===== config.mk =====
export PLATFORM = sky130hd
export DESIGN_NAME = dmd_decoder
export DESIGN_NICKNAME = d
export VERILOG_FILES = /design/src/hw/dmd_pkg.sv /design/src/hw/dmd_decoder.sv
export SDC_FILE = /design/constraint.sdc
export NUM_CORES = 1
export LEC_CHECK = 0
export ABC_CLOCK_PERIOD_IN_PS = 3450
export BUFFER_PORTS_ARGS = -buffer_cell sky130_fd_sc_hd__buf_2
export CAP_MARGIN = 40
export CELL_PAD_IN_SITES_DETAIL_PLACEMENT = 0
export CELL_PAD_IN_SITES_GLOBAL_PLACEMENT = 1
export CORE_AREA = 10 10 75 77
export CTS_CLUSTER_DIAMETER = 120
export DETAILED_ROUTE_END_ITERATION = 8
export DIE_AREA = 0 0 85 87
export GPL_TIMING_DRIVEN = 0
export PLACE_DENSITY_LB_ADDON = 0.15
export SLEW_MARGIN = 15
export SYNTH_ARGS = -nofsm -noshare
export SYNTH_HDL_FRONTEND = slang
export SYNTH_SLANG_ARGS = --single-unit

===== constraint.sdc =====
create_clock -name clk -period 3.45 [get_ports clk]
set_input_delay 0.1725 -clock clk [delete_from_list [all_inputs] [get_ports clk]]
set_output_delay 0.1725 -clock clk [all_outputs]
set_load 0.01 [all_outputs]

===== src/hw/dmd_pkg.sv =====
/*
 Package for the display mode command decoder: command codes, widths and reset values.
 Assumes the system interface delivers one command byte per strobe on the block clock.
*/
package dmd_pkg;
  localparam int CMD_W = 8;
  localparam int ROW_W = 16;
  localparam logic [CMD_W-1:0] CMD_PARTIAL_ON = 8'h12;
  localparam logic [CMD_W-1:0] CMD_NORMAL_ON = 8'h13;
  localparam logic [CMD_W-1:0] CMD_INVERSION_DISABLE = 8'h20;
  localparam logic [CMD_W-1:0] CMD_INVERSION_ENABLE = 8'h21;
  localparam logic [CMD_W-1:0] CMD_PARTIAL_AREA = 8'h30;
  localparam logic RST_PARTIAL = 1'b0;
  localparam logic RST_INVERT = 1'b0;
  localparam logic RST_NORMAL = 1'b1;
  localparam logic [ROW_W-1:0] RST_ROW_START = 16'h0000;
  localparam logic [ROW_W-1:0] RST_ROW_END = 16'h013f;
  localparam logic [ROW_W-1:0] FULL_ROW_START = 16'h0000;
  localparam logic [ROW_W-1:0] FULL_ROW_END = 16'h013f;
  // Mode state, Gray coded
  typedef enum logic [0:0] {
    DMD_NORMAL = 1'b0,
    DMD_PARTIAL = 1'b1
  } dmd_mode_e;
endpackage : dmd_pkg

===== src/hw/dmd_decoder.sv =====
/*
 Display mode command decoder: partial/normal mode and display inversion flags,
 plus the row window that the panel scan logic should use.
 Assumes cmd_valid and cmd_code come from the command interface on clk, and that
 the partial-area rows come from the partial-area command handler on clk.
*/
// Notes on behaviour
// - Command 12h sets partial mode and leaves normal mode.
// - In partial mode, displayed rows come from the partial-area command 30h.
// - Command 12h while already partial changes nothing.
// - Command 13h enters normal mode; normal_mode comes from its own flop, normal_reg, kept opposite to the mode flag.
// - Normal mode is left only by command 12h.
// - Command 13h while already normal changes nothing.
// - Command 20h clears the inversion flag.
// - Command 20h with inversion already off changes nothing.
// - Command 21h sets the inversion flag.
// - Command 21h with inversion already on changes nothing.
`timescale 1ns/100ps
module dmd_decoder
  import dmd_pkg::*;
(
  input wire logic clk,
  input wire logic reset_n,
  input wire logic soft_reset,
  input wire logic cmd_valid,
  input wire logic [CMD_W-1:0] cmd_code,
  input wire logic [ROW_W-1:0] area_row_start,
  input wire logic [ROW_W-1:0] area_row_end,
  output logic partial_mode,
  output logic normal_mode,
  output logic inversion_on,
  output logic [ROW_W-1:0] scan_row_start,
  output logic [ROW_W-1:0] scan_row_end,
  output logic mode_changed
);

  dmd_mode_e mode_reg;
  dmd_mode_e mode_next;
  logic invert_reg;
  logic invert_next;
  logic [ROW_W-1:0] row_start_reg;
  logic [ROW_W-1:0] row_start_next;
  logic [ROW_W-1:0] row_end_reg;
  logic [ROW_W-1:0] row_end_next;
  logic changed_reg;
  logic normal_reg;

  // Command decode; no sleep or idle gating
  wire hit_partial = cmd_valid && (cmd_code == CMD_PARTIAL_ON);
  wire hit_normal = cmd_valid && (cmd_code == CMD_NORMAL_ON);
  wire hit_inv_off = cmd_valid && (cmd_code == CMD_INVERSION_DISABLE);
  wire hit_inv_on = cmd_valid && (cmd_code == CMD_INVERSION_ENABLE);

  // Single flag for both modes
  always_comb begin
    mode_next = mode_reg;
    case (mode_reg)
      DMD_NORMAL: begin
        if (hit_partial) begin
          mode_next = DMD_PARTIAL;
        end
      end
      DMD_PARTIAL: begin
        if (hit_normal) begin
          mode_next = DMD_NORMAL;
        end
      end
      default: begin
        mode_next = DMD_NORMAL;
      end
    endcase
  end

  // Repeats leave the flag as is
  assign invert_next = hit_inv_on ? 1'b1 : (hit_inv_off ? 1'b0 : invert_reg);

  // Window follows partial area only in partial mode
  assign row_start_next = (mode_next == DMD_PARTIAL) ? area_row_start : FULL_ROW_START;
  assign row_end_next = (mode_next == DMD_PARTIAL) ? area_row_end : FULL_ROW_END;

  always_ff @(posedge clk or negedge reset_n) begin
    if (!reset_n) begin
      mode_reg <= DMD_NORMAL;
      normal_reg <= RST_NORMAL;
      invert_reg <= RST_INVERT;
      row_start_reg <= RST_ROW_START;
      row_end_reg <= RST_ROW_END;
      changed_reg <= 1'b0;
    end else if (soft_reset) begin
      mode_reg <= DMD_NORMAL;
      normal_reg <= RST_NORMAL;
      invert_reg <= RST_INVERT;
      row_start_reg <= RST_ROW_START;
      row_end_reg <= RST_ROW_END;
      changed_reg <= 1'b0;
    end else begin
      mode_reg <= mode_next;
      normal_reg <= (mode_next == DMD_NORMAL);
      invert_reg <= invert_next;
      row_start_reg <= row_start_next;
      row_end_reg <= row_end_next;
      changed_reg <= (mode_next != mode_reg) || (invert_next != invert_reg);
    end
  end

  // Outputs straight from flops
  assign partial_mode = (mode_reg == DMD_PARTIAL);
  assign normal_mode = normal_reg;
  assign inversion_on = invert_reg;
  assign scan_row_start = row_start_reg;
  assign scan_row_end = row_end_reg;
  assign mode_changed = changed_reg;

  // Checks
  a_partial_set: assert property (@(posedge clk) disable iff (!reset_n)
    (hit_partial && !soft_reset)
    |=> partial_mode && !normal_mode)
    else $error("partial on did not set partial mode");

  a_normal_set: assert property (@(posedge clk) disable iff (!reset_n)
    (hit_normal && !soft_reset)
    |=> normal_mode && !partial_mode)
    else $error("normal on did not set normal mode");

  a_partial_hold: assert property (@(posedge clk) disable iff (!reset_n)
    (partial_mode && !hit_normal && !soft_reset)
    |=> partial_mode)
    else $error("partial mode left without normal command");

  a_normal_hold: assert property (@(posedge clk) disable iff (!reset_n)
    (normal_mode && !hit_partial)
    |=> normal_mode)
    else $error("normal mode left without partial command");

  a_partial_repeat: assert property (@(posedge clk) disable iff (!reset_n)
    (partial_mode && hit_partial && !soft_reset)
    |=> !mode_changed && partial_mode)
    else $error("repeated partial on changed state");

  a_normal_repeat: assert property (@(posedge clk) disable iff (!reset_n)
    (normal_mode && hit_normal && !soft_reset)
    |=> !mode_changed && normal_mode)
    else $error("repeated normal on changed state");

  a_inv_off: assert property (@(posedge clk) disable iff (!reset_n)
    (hit_inv_off && !soft_reset)
    |=> !inversion_on)
    else $error("inversion off not applied");

  a_inv_on: assert property (@(posedge clk) disable iff (!reset_n)
    (hit_inv_on && !soft_reset)
    |=> inversion_on)
    else $error("inversion on not applied");

  a_inv_stable: assert property (@(posedge clk) disable iff (!reset_n)
    (!hit_inv_on && !hit_inv_off && !soft_reset)
    |=> $stable(inversion_on))
    else $error("inversion changed without command");

  a_soft_reset: assert property (@(posedge clk) disable iff (!reset_n)
    soft_reset
    |=> normal_mode && !inversion_on && !mode_changed)
    else $error("soft reset did not restore defaults");

  a_window_src: assert property (@(posedge clk) disable iff (!reset_n)
    (partial_mode && !soft_reset && !hit_normal)
    |=> scan_row_end == $past(area_row_end))
    else $error("partial window not taken from partial area");

  a_inv_off_repeat: assert property (@(posedge clk) disable iff (!reset_n)
    (!inversion_on && hit_inv_off && !soft_reset)
    |=> !inversion_on && !mode_changed)
    else $error("repeated inversion off changed state");

  a_inv_on_repeat: assert property (@(posedge clk) disable iff (!reset_n)
    (inversion_on && hit_inv_on && !soft_reset)
    |=> inversion_on && !mode_changed)
    else $error("repeated inversion on changed state");

  a_mode_exclusive: assert property (@(posedge clk) disable iff (!reset_n)
    partial_mode
    != normal_mode)
    else $error("partial and normal mode not exclusive");

  a_enter_pulse: assert property (@(posedge clk) disable iff (!reset_n)
    (normal_mode && hit_partial && !soft_reset)
    |=> mode_changed)
    else $error("entering partial mode gave no change pulse");

  a_leave_pulse: assert property (@(posedge clk) disable iff (!reset_n)
    (partial_mode && hit_normal && !soft_reset)
    |=> mode_changed)
    else $error("leaving partial mode gave no change pulse");

  a_inv_on_pulse: assert property (@(posedge clk) disable iff (!reset_n)
    (!inversion_on && hit_inv_on && !soft_reset)
    |=> mode_changed)
    else $error("inversion on gave no change pulse");

  a_inv_off_pulse: assert property (@(posedge clk) disable iff (!reset_n)
    (inversion_on && hit_inv_off && !soft_reset)
    |=> mode_changed)
    else $error("inversion off gave no change pulse");

  a_pulse_no_soft: assert property (@(posedge clk) disable iff (!reset_n)
    mode_changed
    |-> !$past(soft_reset))
    else $error("change pulse after soft reset");

  a_changed_needs_cmd: assert property (@(posedge clk) disable iff (!reset_n)
    mode_changed
    |-> $past(hit_partial || hit_normal || hit_inv_on || hit_inv_off))
    else $error("change pulse without a mode command");

  a_idle_quiet: assert property (@(posedge clk) disable iff (!reset_n)
    (!cmd_valid && !soft_reset)
    |=> !mode_changed && $stable(partial_mode) && $stable(inversion_on))
    else $error("state changed with no command");

  a_other_code: assert property (@(posedge clk) disable iff (!reset_n)
    (cmd_valid && (cmd_code == CMD_PARTIAL_AREA) && !soft_reset)
    |=> !mode_changed && $stable(partial_mode) && $stable(inversion_on))
    else $error("partial area code changed mode state");

  a_normal_window: assert property (@(posedge clk) disable iff (!reset_n)
    (hit_normal && !soft_reset)
    |=> scan_row_start == FULL_ROW_START && scan_row_end == FULL_ROW_END)
    else $error("normal mode window not full");

  a_window_start: assert property (@(posedge clk) disable iff (!reset_n)
    (partial_mode && !soft_reset && !hit_normal)
    |=> scan_row_start == $past(area_row_start))
    else $error("partial window start not taken from partial area");

  a_enter_window: assert property (@(posedge clk) disable iff (!reset_n)
    (hit_partial && !soft_reset)
    |=> scan_row_start == $past(area_row_start) && scan_row_end == $past(area_row_end))
    else $error("window not taken on entering partial mode");

  a_normal_full: assert property (@(posedge clk) disable iff (!reset_n)
    normal_mode
    |-> scan_row_start == FULL_ROW_START && scan_row_end == FULL_ROW_END)
    else $error("normal mode shows a partial window");

  a_soft_window: assert property (@(posedge clk) disable iff (!reset_n)
    soft_reset
    |=> scan_row_start == RST_ROW_START && scan_row_end == RST_ROW_END)
    else $error("soft reset did not restore window");

  a_soft_beats_mode: assert property (@(posedge clk) disable iff (!reset_n)
    (soft_reset && hit_partial)
    |=> !partial_mode)
    else $error("command won over soft reset");

  a_soft_beats_inv: assert property (@(posedge clk) disable iff (!reset_n)
    (soft_reset && hit_inv_on)
    |=> !inversion_on)
    else $error("inversion won over soft reset");

  a_inv_keeps_mode: assert property (@(posedge clk) disable iff (!reset_n)
    (hit_inv_on && !soft_reset)
    |=> $stable(partial_mode))
    else $error("inversion command changed mode");

  a_mode_keeps_inv: assert property (@(posedge clk) disable iff (!reset_n)
    (hit_partial && !soft_reset)
    |=> $stable(inversion_on))
    else $error("partial command changed inversion");

  a_partial_inverted: assert property (@(posedge clk) disable iff (!reset_n)
    (inversion_on && hit_partial && !soft_reset)
    |=> partial_mode && inversion_on)
    else $error("partial on refused while inverted");

  a_normal_inverted: assert property (@(posedge clk) disable iff (!reset_n)
    (inversion_on && hit_normal && !soft_reset)
    |=> normal_mode && inversion_on)
    else $error("normal on refused while inverted");

  a_normal_keeps_inv: assert property (@(posedge clk) disable iff (!reset_n)
    (hit_normal && !soft_reset)
    |=> $stable(inversion_on))
    else $error("normal command changed inversion");

  a_mode_stable: assert property (@(posedge clk) disable iff (!reset_n)
    (!hit_partial && !hit_normal && !soft_reset)
    |=> $stable(partial_mode))
    else $error("mode changed without mode command");

  c_enter_partial: cover property (@(posedge clk) disable iff (!reset_n)
    normal_mode ##1 partial_mode);

  c_leave_partial: cover property (@(posedge clk) disable iff (!reset_n)
    partial_mode ##1 normal_mode);

  c_invert_toggle: cover property (@(posedge clk) disable iff (!reset_n)
    inversion_on ##1 !inversion_on);

  c_repeat_inv_on: cover property (@(posedge clk) disable iff (!reset_n)
    inversion_on && hit_inv_on);

  c_repeat_partial: cover property (@(posedge clk) disable iff (!reset_n)
    partial_mode && hit_partial);

endmodule : dmd_decoder


==> results_dict.tcl, run 1 <==
set metrics [dict create \
    outcome "completed" \
    grt_usage_pct 10.1 \
    wl_per_cell_um 15.6 \
    grt_pass1_wl_mm 5.91 \
    synth_top_cell_area_share_pct 49.2 \
    syn_nets 141 \
    met3_usage_pct 7.21 \
    p_int_mw 0.593 \
    fin_crit_sh_pct 35.7 \
    hold_class "in2reg" \
    rsz0062_at_grt "false" \
    grt_util_met2_pct 15.8 \
    cts_max_level 2 \
    antenna_left 0 \
    clockPowerShare_pct 37.6 \
    synthTopCellsByArea "dfrtp_1 (49%), a21boi_2 (15%), dfstp_2 (15%)" \
    syn_area_per_cell_um2 14.7 \
    r2r_slack_ns 2.22 \
    synth_cell_types 22 \
    n_antenna_cell 0 \
    seq_area_frac_synth_pct 63.9 \
    grt_pass1_vias 1167 \
    routed_via_density 4.42 \
    use_met1_pct 10.3 \
    layout.nets 229 \
    grt.overflow.total 0 \
    area_growth_pct 40.1 \
    routed_wl_mm 3.72 \
    final_cell_mix "buf_2 (82), dfrtp_1 (28), a21boi_2 (19), dfstp_2 (8), a21o_1 (7)" \
    end_kind "flip-flop" \
    clock_sinks 36 \
    hold_viol 0 \
    fp.dieH_um 87 \
    die_x_um 85 \
    synth-seq-cells 36 \
    globalplace.congestion 0.788 \
    drtIter0Drc 20 \
    crit_arrival_ns 1.45 \
    cts-root-buf "clkbuf_8" \
    maxCapViolations 0 \
    drive_gt1_share_pct 65.1 \
    max_freq_ghz 0.812 \
    final_common_cell "buf_2" \
    place_ws_ns 1.96 \
    setup_viol 0 \
    finClkSkew_ns 0.00667 \
    crit_required_ns 3.67 \
    yosysTopAreaCell "dfrtp_1" \
    setup_ws_ns 2.22 \
    drc 0 \
    vdd_ir_drop_max_mv 0.193 \
    switching_share_pct 21.6 \
    min_period_ns 1.23 \
    dieArea_um2 7400 \
    max_slew.worst_pin.slew_ns 0.323 \
    tritoncts "done" \
    switchingPower_mw 0.164 \
    core-area_um2 4230 \
    worstSetupStartpointType "flip-flop" \
    drtPass1Iterations 2 \
    leakagePower_nw 1.04 \
    fin_tns_setup_ns 0 \
    rows 24 \
    grt_max_degree 37 \
    seqPwrFrac_pct 55.9 \
    grt_antenna_before_repair 0 \
    crit_type "reg2reg" \
    ys_warn_count 0 \
    relSlewSlack_pct 78.3 \
    vias 1051 \
    synthCells 97 \
    clk_path_buf_depth 2 \
    power_frac_comb_pct 6.5 \
    start_util_pct 33.7 \
    grt.busiest_layer "met2" \
    cp_max_fo 10 \
    syn_area_um2 1430 \
    cts_made_buffers 5 \
    clk_pin_slew_ns 0.07 \
    p_per_area_nw_per_um2 379 \
    final_max_slew_viol_count 0 \
    ioPinCount 80 \
    numPortBuffers 79 \
    clk_latency_ns 0.29 \
]
cell families (layout without fill, tap and decap cells):
family                 count (synthesis)  after routing  share of synthesized area [%]
AND/OR/NAND/NOR                       18             18                           7.29
AO/OA/AOI/OAI                         35             35                           24.4
buffers and inverters                  7             96                           3.69
flip-flops                            36             36                           63.9
multiplexers                           1              1                          0.702
area by class of cell:
type	count	area, um2
timing repair buffer	81	425
tap	52	65.1
inverter	1	3.75
buffer	6	48.8
sequential	36	911
clock buffer	7	76.3
clock inverter	1	5.00
multi-input combinational	54	462
fill	394	2240
per-stage QoR:
step                hold slack (ns)  instance area (um2)  utilization, %  std cells  power, mW
floorplan                    -0.123                 1430               -         97      0.442
global placement              0.284                 1890            44.5        228      0.476
detailed placement            0.311                 1890            44.5        228      0.477
CTS                          0.0543                 1980            46.7        237      0.763
global route                 0.0501                 2000            47.2        238      0.800
finish                       0.0600                 2000            47.2        238      0.757
cells in the mapped netlist:
library cell   n
a21boi_1       6
a21boi_2      19
a21o_1         7
a311o_4        1
a311oi_1       1
and2_1         1
and3b_1        1
buf_2          3
buf_6          3
dfrtp_1       28
dfstp_2        8
inv_1          1
mux2i_1        1
nand2_1        2
nand2b_1       2
nand3_1        2
nand4_1        2
nor2_1         4
nor2b_1        2
nor3b_2        1
nor4_1         1
o211ai_1       1
final timing paths:
check / from / to / cells after the start
worst max-delay path: partial_mode / scan_row_end[8] / 4
worst min-delay path: area_row_end[3] / scan_row_end[3] / 2
worst max register to register: partial_mode / scan_row_end[8] / 4
worst min register to register: inversion_on / inversion_on / 2
max in group asynchronous: reset_n / scan_row_end[4] / 3
min in group asynchronous: reset_n / scan_row_start[10] / 2
what timing repair did:
item                                   CTS  global route
gates resized for setup                  0             0
endpoints found under the hold margin    9             0
hold buffers                             1             0
setup buffers                            0             0
worst max-delay path: stages (launching register included):
cell and delay (ns):
dfrtp_1 0.41, inv_1 0.07, a311o_4 0.37, buf_6 0.16
a21o_1 0.16
registers in the layout (all words and copies together) (netlist names):
signal,flops
inversion_on,1
mode_changed,1
normal_mode,1
partial_mode,1
scan_row_end,16
scan_row_start,16
metal layers:
| metal | wire length, um | vias up | part of all wire (%) |
|---|---|---|---|
| li1 | - | 511 | - |
| met1 | 1490 | 483 | 40 |
| met2 | 1730 | 50 | 47 |
| met3 | 442 | 7 | 12 |
| met4 | 58 | 0 | 1.6 |
| met5 | 0 | - | 0 |
power by group through the flow:
| stage | clock (mW) | sequential (mW) | combinational, mW |
|---|---|---|---|
| 2_1_floorplan | 0 | 0.431 | 0.0112 |
| 3_3_place_gp | 0 | 0.431 | 0.0451 |
| 3_5_place_dp | 0 | 0.431 | 0.0464 |
| 4_1_cts | 0.292 | 0.423 | 0.0476 |
| 5_1_grt | 0.322 | 0.423 | 0.0551 |
| 6_report | 0.284 | 0.423 | 0.0492 |
Power figures use the tool's default switching activity.
==> run 2: changes to the inputs <==
--- a/config.mk
+++ b/config.mk
@@ -5,15 +5,16 @@
 export SDC_FILE = /design/constraint.sdc
 export NUM_CORES = 1
 export LEC_CHECK = 0
-export ABC_CLOCK_PERIOD_IN_PS = 3450
+export ABC_AREA = 1
+export ABC_CLOCK_PERIOD_IN_PS = 1150
 export BUFFER_PORTS_ARGS = -buffer_cell sky130_fd_sc_hd__buf_2
 export CAP_MARGIN = 40
 export CELL_PAD_IN_SITES_DETAIL_PLACEMENT = 0
 export CELL_PAD_IN_SITES_GLOBAL_PLACEMENT = 1
-export CORE_AREA = 10 10 75 77
+export CORE_AREA = 10 10 79 81
 export CTS_CLUSTER_DIAMETER = 120
 export DETAILED_ROUTE_END_ITERATION = 8
-export DIE_AREA = 0 0 85 87
+export DIE_AREA = 0 0 89 91
 export GPL_TIMING_DRIVEN = 0
 export PLACE_DENSITY_LB_ADDON = 0.15
 export SLEW_MARGIN = 15
==> constraint.sdc (replaced) <==
create_clock -name clk -period 1.15 [get_ports clk]
set_input_delay 0.0575 -clock clk [delete_from_list [all_inputs] [get_ports clk]]
set_output_delay 0.0575 -clock clk [all_outputs]
set_load 0.01 [all_outputs]
==> run 2 against run 1 <==
Net effect: the flow now finishes with violations (setup timing); power grew to 3.2 times the previous value; synthesized area shrank 4.7%; register-to-register slack lost 2.2 ns; count of clock-buffer cells in the layout is the same; combinational power grew to 4.9 times the previous value; critical path depth grew 2; critical path type unchanged.
==> results_dict.tcl, run 2 <==
set metrics [dict create \
    outcome "complete, but fails checks" \
    violations "setup timing" \
    drtPass1Iterations 4 \
    vdd_ir_drop_max_mv 0.486 \
    antenna_left 0 \
    crit_top_cell "nand2_1" \
    drc 0 \
    hold_viol 0 \
    synthTopCellsByArea "dfrtp_1 (52%), dfstp_2 (15%), inv_1 (11%)" \
    max_freq_ghz 0.860 \
    synth_top_cell_area_share_pct 51.6 \
    grt_antenna_before_repair 0 \
    p_per_area_nw_per_um2 1050 \
    routed_via_density 3.87 \
    drtIter0Drc 13 \
    clk_latency_ns 0.28 \
    crit_arrival_ns 1.37 \
    leakagePower_nw 1.36 \
    cts_made_buffers 5 \
    synth-seq-cells 36 \
    clk_path_buf_depth 2 \
    final_cell_mix "buf_2 (79), inv_1 (38), dlygate4sd3_1 (34), nor2_1 (31), dfrtp_1 (28)" \
    routed_wl_mm 3.85 \
    setup_ws_ns -0.0127 \
    route.met2.wl_mm 1.80 \
    grt.overflow.total 0 \
    seq_area_frac_synth_pct 67.1 \
    routed.top_layer "met4" \
    rsz0062_at_grt "true" \
    final_max_slew_viol_count 0 \
    hpwl_mm 2.73 \
    crit_type "reg2reg" \
    synthCells 139 \
    numPortBuffers 79 \
    async_reset_ff_share_pct 100 \
    wl_met3_um 425 \
    crit_required_ns 1.35 \
    start_util_pct 29.1 \
    grt_max_degree 37 \
    placed_area_um2 1820 \
    p_int_mw 1.90 \
    clk_pin_slew_ns 0.07 \
    end_kind "flip-flop" \
    clockPowerShare_pct 37.7 \
    yosys-top-cells-count "inv_1 (38), nor2_1 (33), dfrtp_1 (28), nand2_1 (11), dfstp_2 (8)" \
    post-synth-top-count-cell "inv_1" \
    switching_share_pct 21.4 \
    maxCapViolations 0 \
    worstSetupStartpointType "flip-flop" \
    syn_nets 183 \
    cts-root-buf "clkbuf_8" \
    max_slew.worst_pin.slew_ns 0.185 \
    vias 1226 \
    max_stage_delay_ns 0.40 \
    final_common_cell "buf_2" \
    globalplace.congestion 0.723 \
    syn_area_per_cell_um2 9.77 \
    ys_warn_count 0 \
    cp_max_fo 7 \
    rows 25 \
    grt_pass1_vias 1326 \
    layout.nets 306 \
    seqPwrFrac_pct 52.4 \
    relSlewSlack_pct 87.6 \
    synth_edf_count 0 \
    path_cells "nand2_1 > nor2_1 > nand2_1 > nand3_4 > buf_6 > or2_1" \
    drive_gt1_share_pct 41.4 \
    setup_viol 3 \
    yosysTopAreaCell "dfrtp_1" \
    grt_usage_pct 10.1 \
    ys.flop_type "dfrtp_1" \
    fillers 424 \
    fin_crit_sh_pct 101 \
    cts_max_level 2 \
    power_frac_comb_pct 9.9 \
    switchingPower_mw 0.519 \
    grt_pass1_wl_mm 6.42 \
    min_period_ns 1.16 \
    wl_met1_mm 1.56 \
    fp.dieH_um 91 \
    core-area_um2 4660 \
    synth_cell_types 17 \
    tritoncts "done" \
    n_antenna_cell 0 \
    fin_area_um2 2300 \
    slowest_stage "dfrtp_1" \
    finClkSkew_ns 0.00795 \
    clock_sinks 36 \
    syn_area_um2 1360 \
    area_growth_pct 69.4 \
    die_x_um 89 \
    ioPinCount 80 \
    hold_class "in2async" \
    wl_per_cell_um 12.1 \
    place_ws_ns -0.0309 \
    dieArea_um2 8100 \
]
-- run 2: cell types whose count changed after synthesis, sizes merged, moves of 2 or more --
cell    change
inv        +37
nor2       +30
a21boi     -25
nand2      +10
a21o        -7
or2         +7
buf         -3
nand3       +3
nand2b      -2
nor2b       -2
-- run 2: final cells by class --
cell class	instances	area (um2)	share of cell area, %
Buffer	3	26.3	1.14
Clock buffer	7	86.3	3.75
Clock inverter	1	7.51	0.326
Inverter	38	143	6.20
Multi-Input combinational cell	62	288	12.5
Sequential cell	36	911	39.6
Tap cell	54	67.6	2.94
Timing Repair Buffer	116	771	33.5
-- run 2: worst paths after layout --
kind                               from               to  slack [ns]  cells after the start
max                        partial_mode  scan_row_end[4]       -0.01                      6
min                             reset_n     mode_changed        0.12                      2
max reg2reg                partial_mode  scan_row_end[4]       -0.01                      6
min reg2reg                inversion_on     mode_changed        0.66                      4
max in group asynchronous       reset_n  scan_row_end[2]        0.60                      3
min in group clk            cmd_code[5]     inversion_on        0.18                      5
-- run 2: power groups by stage --
stage	clock network, mW	logic, mW	registers [mW]
floorplan	0	0.0367	1.29
global placement	0	0.142	1.29
detailed placement	0	0.144	1.29
CTS	0.956	0.234	1.27
global route	1.01	0.274	1.27
finish	0.913	0.240	1.27
-- run 2: metrics by stage --
| stage | instances | util (%) | hold slack [ns] | power [mW] | setup TNS [ns] |
|---|---|---|---|---|---|
| after floorplan | 139 | - | -0.238 | 1.33 | 0 |
| after global placement | 272 | 39.1 | 0.186 | 1.43 | -0.470 |
| after detailed placement | 272 | 39.1 | 0.194 | 1.44 | -0.456 |
| after CTS | 316 | 48.7 | 0.171 | 2.46 | -0.324 |
| after global routing | 317 | 49.3 | 0.128 | 2.55 | -1.75 |
| final | 317 | 49.3 | 0.117 | 2.42 | -0.0245 |
-- run 2: cell families after synthesis --
group           share of synthesized area, %
compound gates                         0.368
flops                                   67.1
simple gates                            20.5
buf+inv                                 12.1
-- run 2: repair_timing --
| item | CTS | global route |
|---|---|---|
| setup buffers | 2 | 0 |
| hold endpoints to repair | 61 | 0 |
| hold buffers | 34 | 0 |
| resized for setup | 0 | 6 |
| pin swaps | 2 | 1 |
| setup endpoints to repair | 22 | 31 |
-- run 2: critical path: cells and delay by family (launching register included) --
family	cells	cell delay [ns]
simple gates	5	0.53
flops	1	0.40
buf+inv	1	0.15
-- run 2: per-layer routing --
metal	vias up	global-route usage [%]
met1	529	11.7
li1	635	-
met2	53	15.3
met3	9	5.00
met4	0	4.38
met5	-	0
==> run 3: changes to the inputs <==
--- a/config.mk
+++ b/config.mk
@@ -16,7 +16,7 @@
 export DETAILED_ROUTE_END_ITERATION = 8
 export DIE_AREA = 0 0 89 91
 export GPL_TIMING_DRIVEN = 0
-export PLACE_DENSITY_LB_ADDON = 0.15
+export PLACE_DENSITY = 0.76
 export SLEW_MARGIN = 15
 export SYNTH_ARGS = -nofsm -noshare
 export SYNTH_HDL_FRONTEND = slang
==> run 3 against run 2 <==
Net effect: the run still ends with setup timing left; critical path depth did not move; routed wire length rose by 5.4%; combinational power fell by 3%; non-clock buffer count rose by 2; via count rose by 2.5%; fmax rose by 0.27%; utilization barely moved; largest cell class unchanged; largest power group unchanged.
==> results_dict.tcl, run 3 (synthesized netlist as in run 2, its figures left out) <==
set metrics [dict create \
    final_common_cell "buf_2" \
    setup_ws_ns -0.00960 \
    drtPass1Iterations 2 \
    clk_pin_slew_ns 0.07 \
    max_freq_ghz 0.862 \
    setup_viol 2 \
    violations "setup timing" \
    min_period_ns 1.16 \
    area_growth_pct 69.3 \
    core-area_um2 4660 \
    multi_input_area_um2 295 \
    r2r_slack_ns -0.01 \
    hpwl_mm 2.75 \
    maxCapViolations 0 \
    globalplace.congestion 0.717 \
    tritoncts "done" \
    end_kind "flip-flop" \
    grt_pass1_wl_mm 6.42 \
    outcome "complete, but fails checks" \
    fillers 436 \
    grt_max_degree 37 \
    grt_usage_pct 10.1 \
    finClkSkew_ns 0.00787 \
    crit_arrival_ns 1.37 \
    max_slew.worst_pin.slew_ns 0.776 \
    start_util_pct 29.1 \
    min-delay-start "cmd_code[5]" \
    fin_tns_setup_ns -0.0158 \
    n_antenna_cell 0 \
    vdd_ir_drop_max_mv 0.626 \
    grt_pass1_vias 1365 \
    dieArea_um2 8100 \
    fin_crit_sh_pct 101 \
    clk_latency_ns 0.29 \
    crit_required_ns 1.36 \
    drtIter0Drc 36 \
    hold_class "in2reg" \
    cts_made_buffers 5 \
    clk_path_buf_depth 2 \
    cts-root-buf "clkbuf_8" \
    worstSetupStartpointType "flip-flop" \
    r2r-end "scan_row_end[8]" \
    drive_gt1_share_pct 41.4 \
    grt_antenna_before_repair 0 \
    relSlewSlack_pct 48.2 \
    postLayoutCoreUtil_pct 49.3 \
    routed_via_density 3.93 \
    rsz0062_at_grt "true" \
    vias 1257 \
    leakagePower_nw 1.36 \
    cp_max_fo 5 \
    layout.nets 309 \
    cts_max_level 2 \
    final_max_slew_viol_count 0 \
    clock_sinks 36 \
    reg2regPathDepth 6 \
    min_to "inversion_on" \
    final_cell_mix "buf_2 (80), inv_1 (38), dlygate4sd3_1 (34), nor2_1 (33), dfrtp_1 (28)" \
    wl_per_cell_um 12.7 \
    rows 25 \
    crit_type "reg2reg" \
    fp.dieH_um 91 \
    ioPinCount 80 \
    drc 0 \
    min_path_cells 5 \
    routed_wl_mm 4.06 \
    regArea_um2 911 \
    p_per_area_nw_per_um2 1020 \
    fin_total_pwr_mw 2.35 \
    die_x_um 89 \
    numPortBuffers 79 \
    hold_viol 0 \
    grt.overflow.total 0 \
    antenna_left 0 \
    r2r_start "partial_mode" \
]
[run 3: metal layers]
metal / track usage [%] / vias up / wire length (um)
met5: 0 / - / 0
met4: 2.39 / 0 / 38
met3: 6.43 / 7 / 419
met2: 16.7 / 50 / 2030
met1: 10.4 / 560 / 1570
li1: - / 640 / -
[run 3: timing repair]
item                       CTS  global route
setup endpoints to repair   22            33
cloned                       1             2
hold endpoints to repair    61             0
pin swaps                    2             3
setup buffers                2             1
hold buffers                34             0
gates resized for setup      1             5
[run 3: layout make-up]
cell class	instances	share of cell area (%)
Buffer	3	1.31
Clock buffer	7	3.32
Clock inverter	1	0.218
Inverter	38	6.21
Multi-Input combinational cell	63	12.8
Sequential cell	36	39.6
Tap cell	54	2.94
Timing Repair Buffer	118	33.5
[run 3: worst max path at each step]
| stage | startpoint | end | slack [ns] | cells after the start |
|---|---|---|---|---|
| 2_1_floorplan | partial_mode | scan_row_end[4] | 0.02 | 6 |
| 3_3_place_gp | partial_mode | scan_row_start[13] | -0.03 | 6 |
| 3_5_place_dp | partial_mode | scan_row_end[9] | -0.06 | 6 |
| 4_1_cts | partial_mode | scan_row_end[8] | -0.04 | 6 |
| 5_1_grt | partial_mode | scan_row_end[5] | -0.10 | 6 |
| 6_report | partial_mode | scan_row_end[8] | -0.01 | 6 |
[run 3: critical path, cell delays in order, from the launching register on]
cell     delay [ns]
dfrtp_1        0.39
nand2_1        0.06
nor2_1         0.05
nand2_2        0.12
nand3_4        0.12
buf_6          0.14
or2_1          0.20
[run 3: power by group]
group,leakage [nW],internal [mW],total (mW),switching (mW)
logic,0.844,0.142,0.233,0.0915
clock network,0.0422,0.425,0.850,0.425
registers,0.475,1.27,1.27,0.000470
total,1.36,1.84,2.35,0.517
[run 3: metrics by stage]
step / instance area, um2 / setup slack [ns] / std cells / hold WS (ns)
after floorplan: 1360 / 0.0169 / 139 / -0.238
after CTS: 2260 / -0.0389 / 317 / 0.184
after global routing: 2300 / -0.101 / 320 / 0.216
after global placement: 1820 / -0.0294 / 272 / 0.188
final: 2300 / -0.00960 / 320 / 0.191
after detailed placement: 1820 / -0.0595 / 272 / 0.194
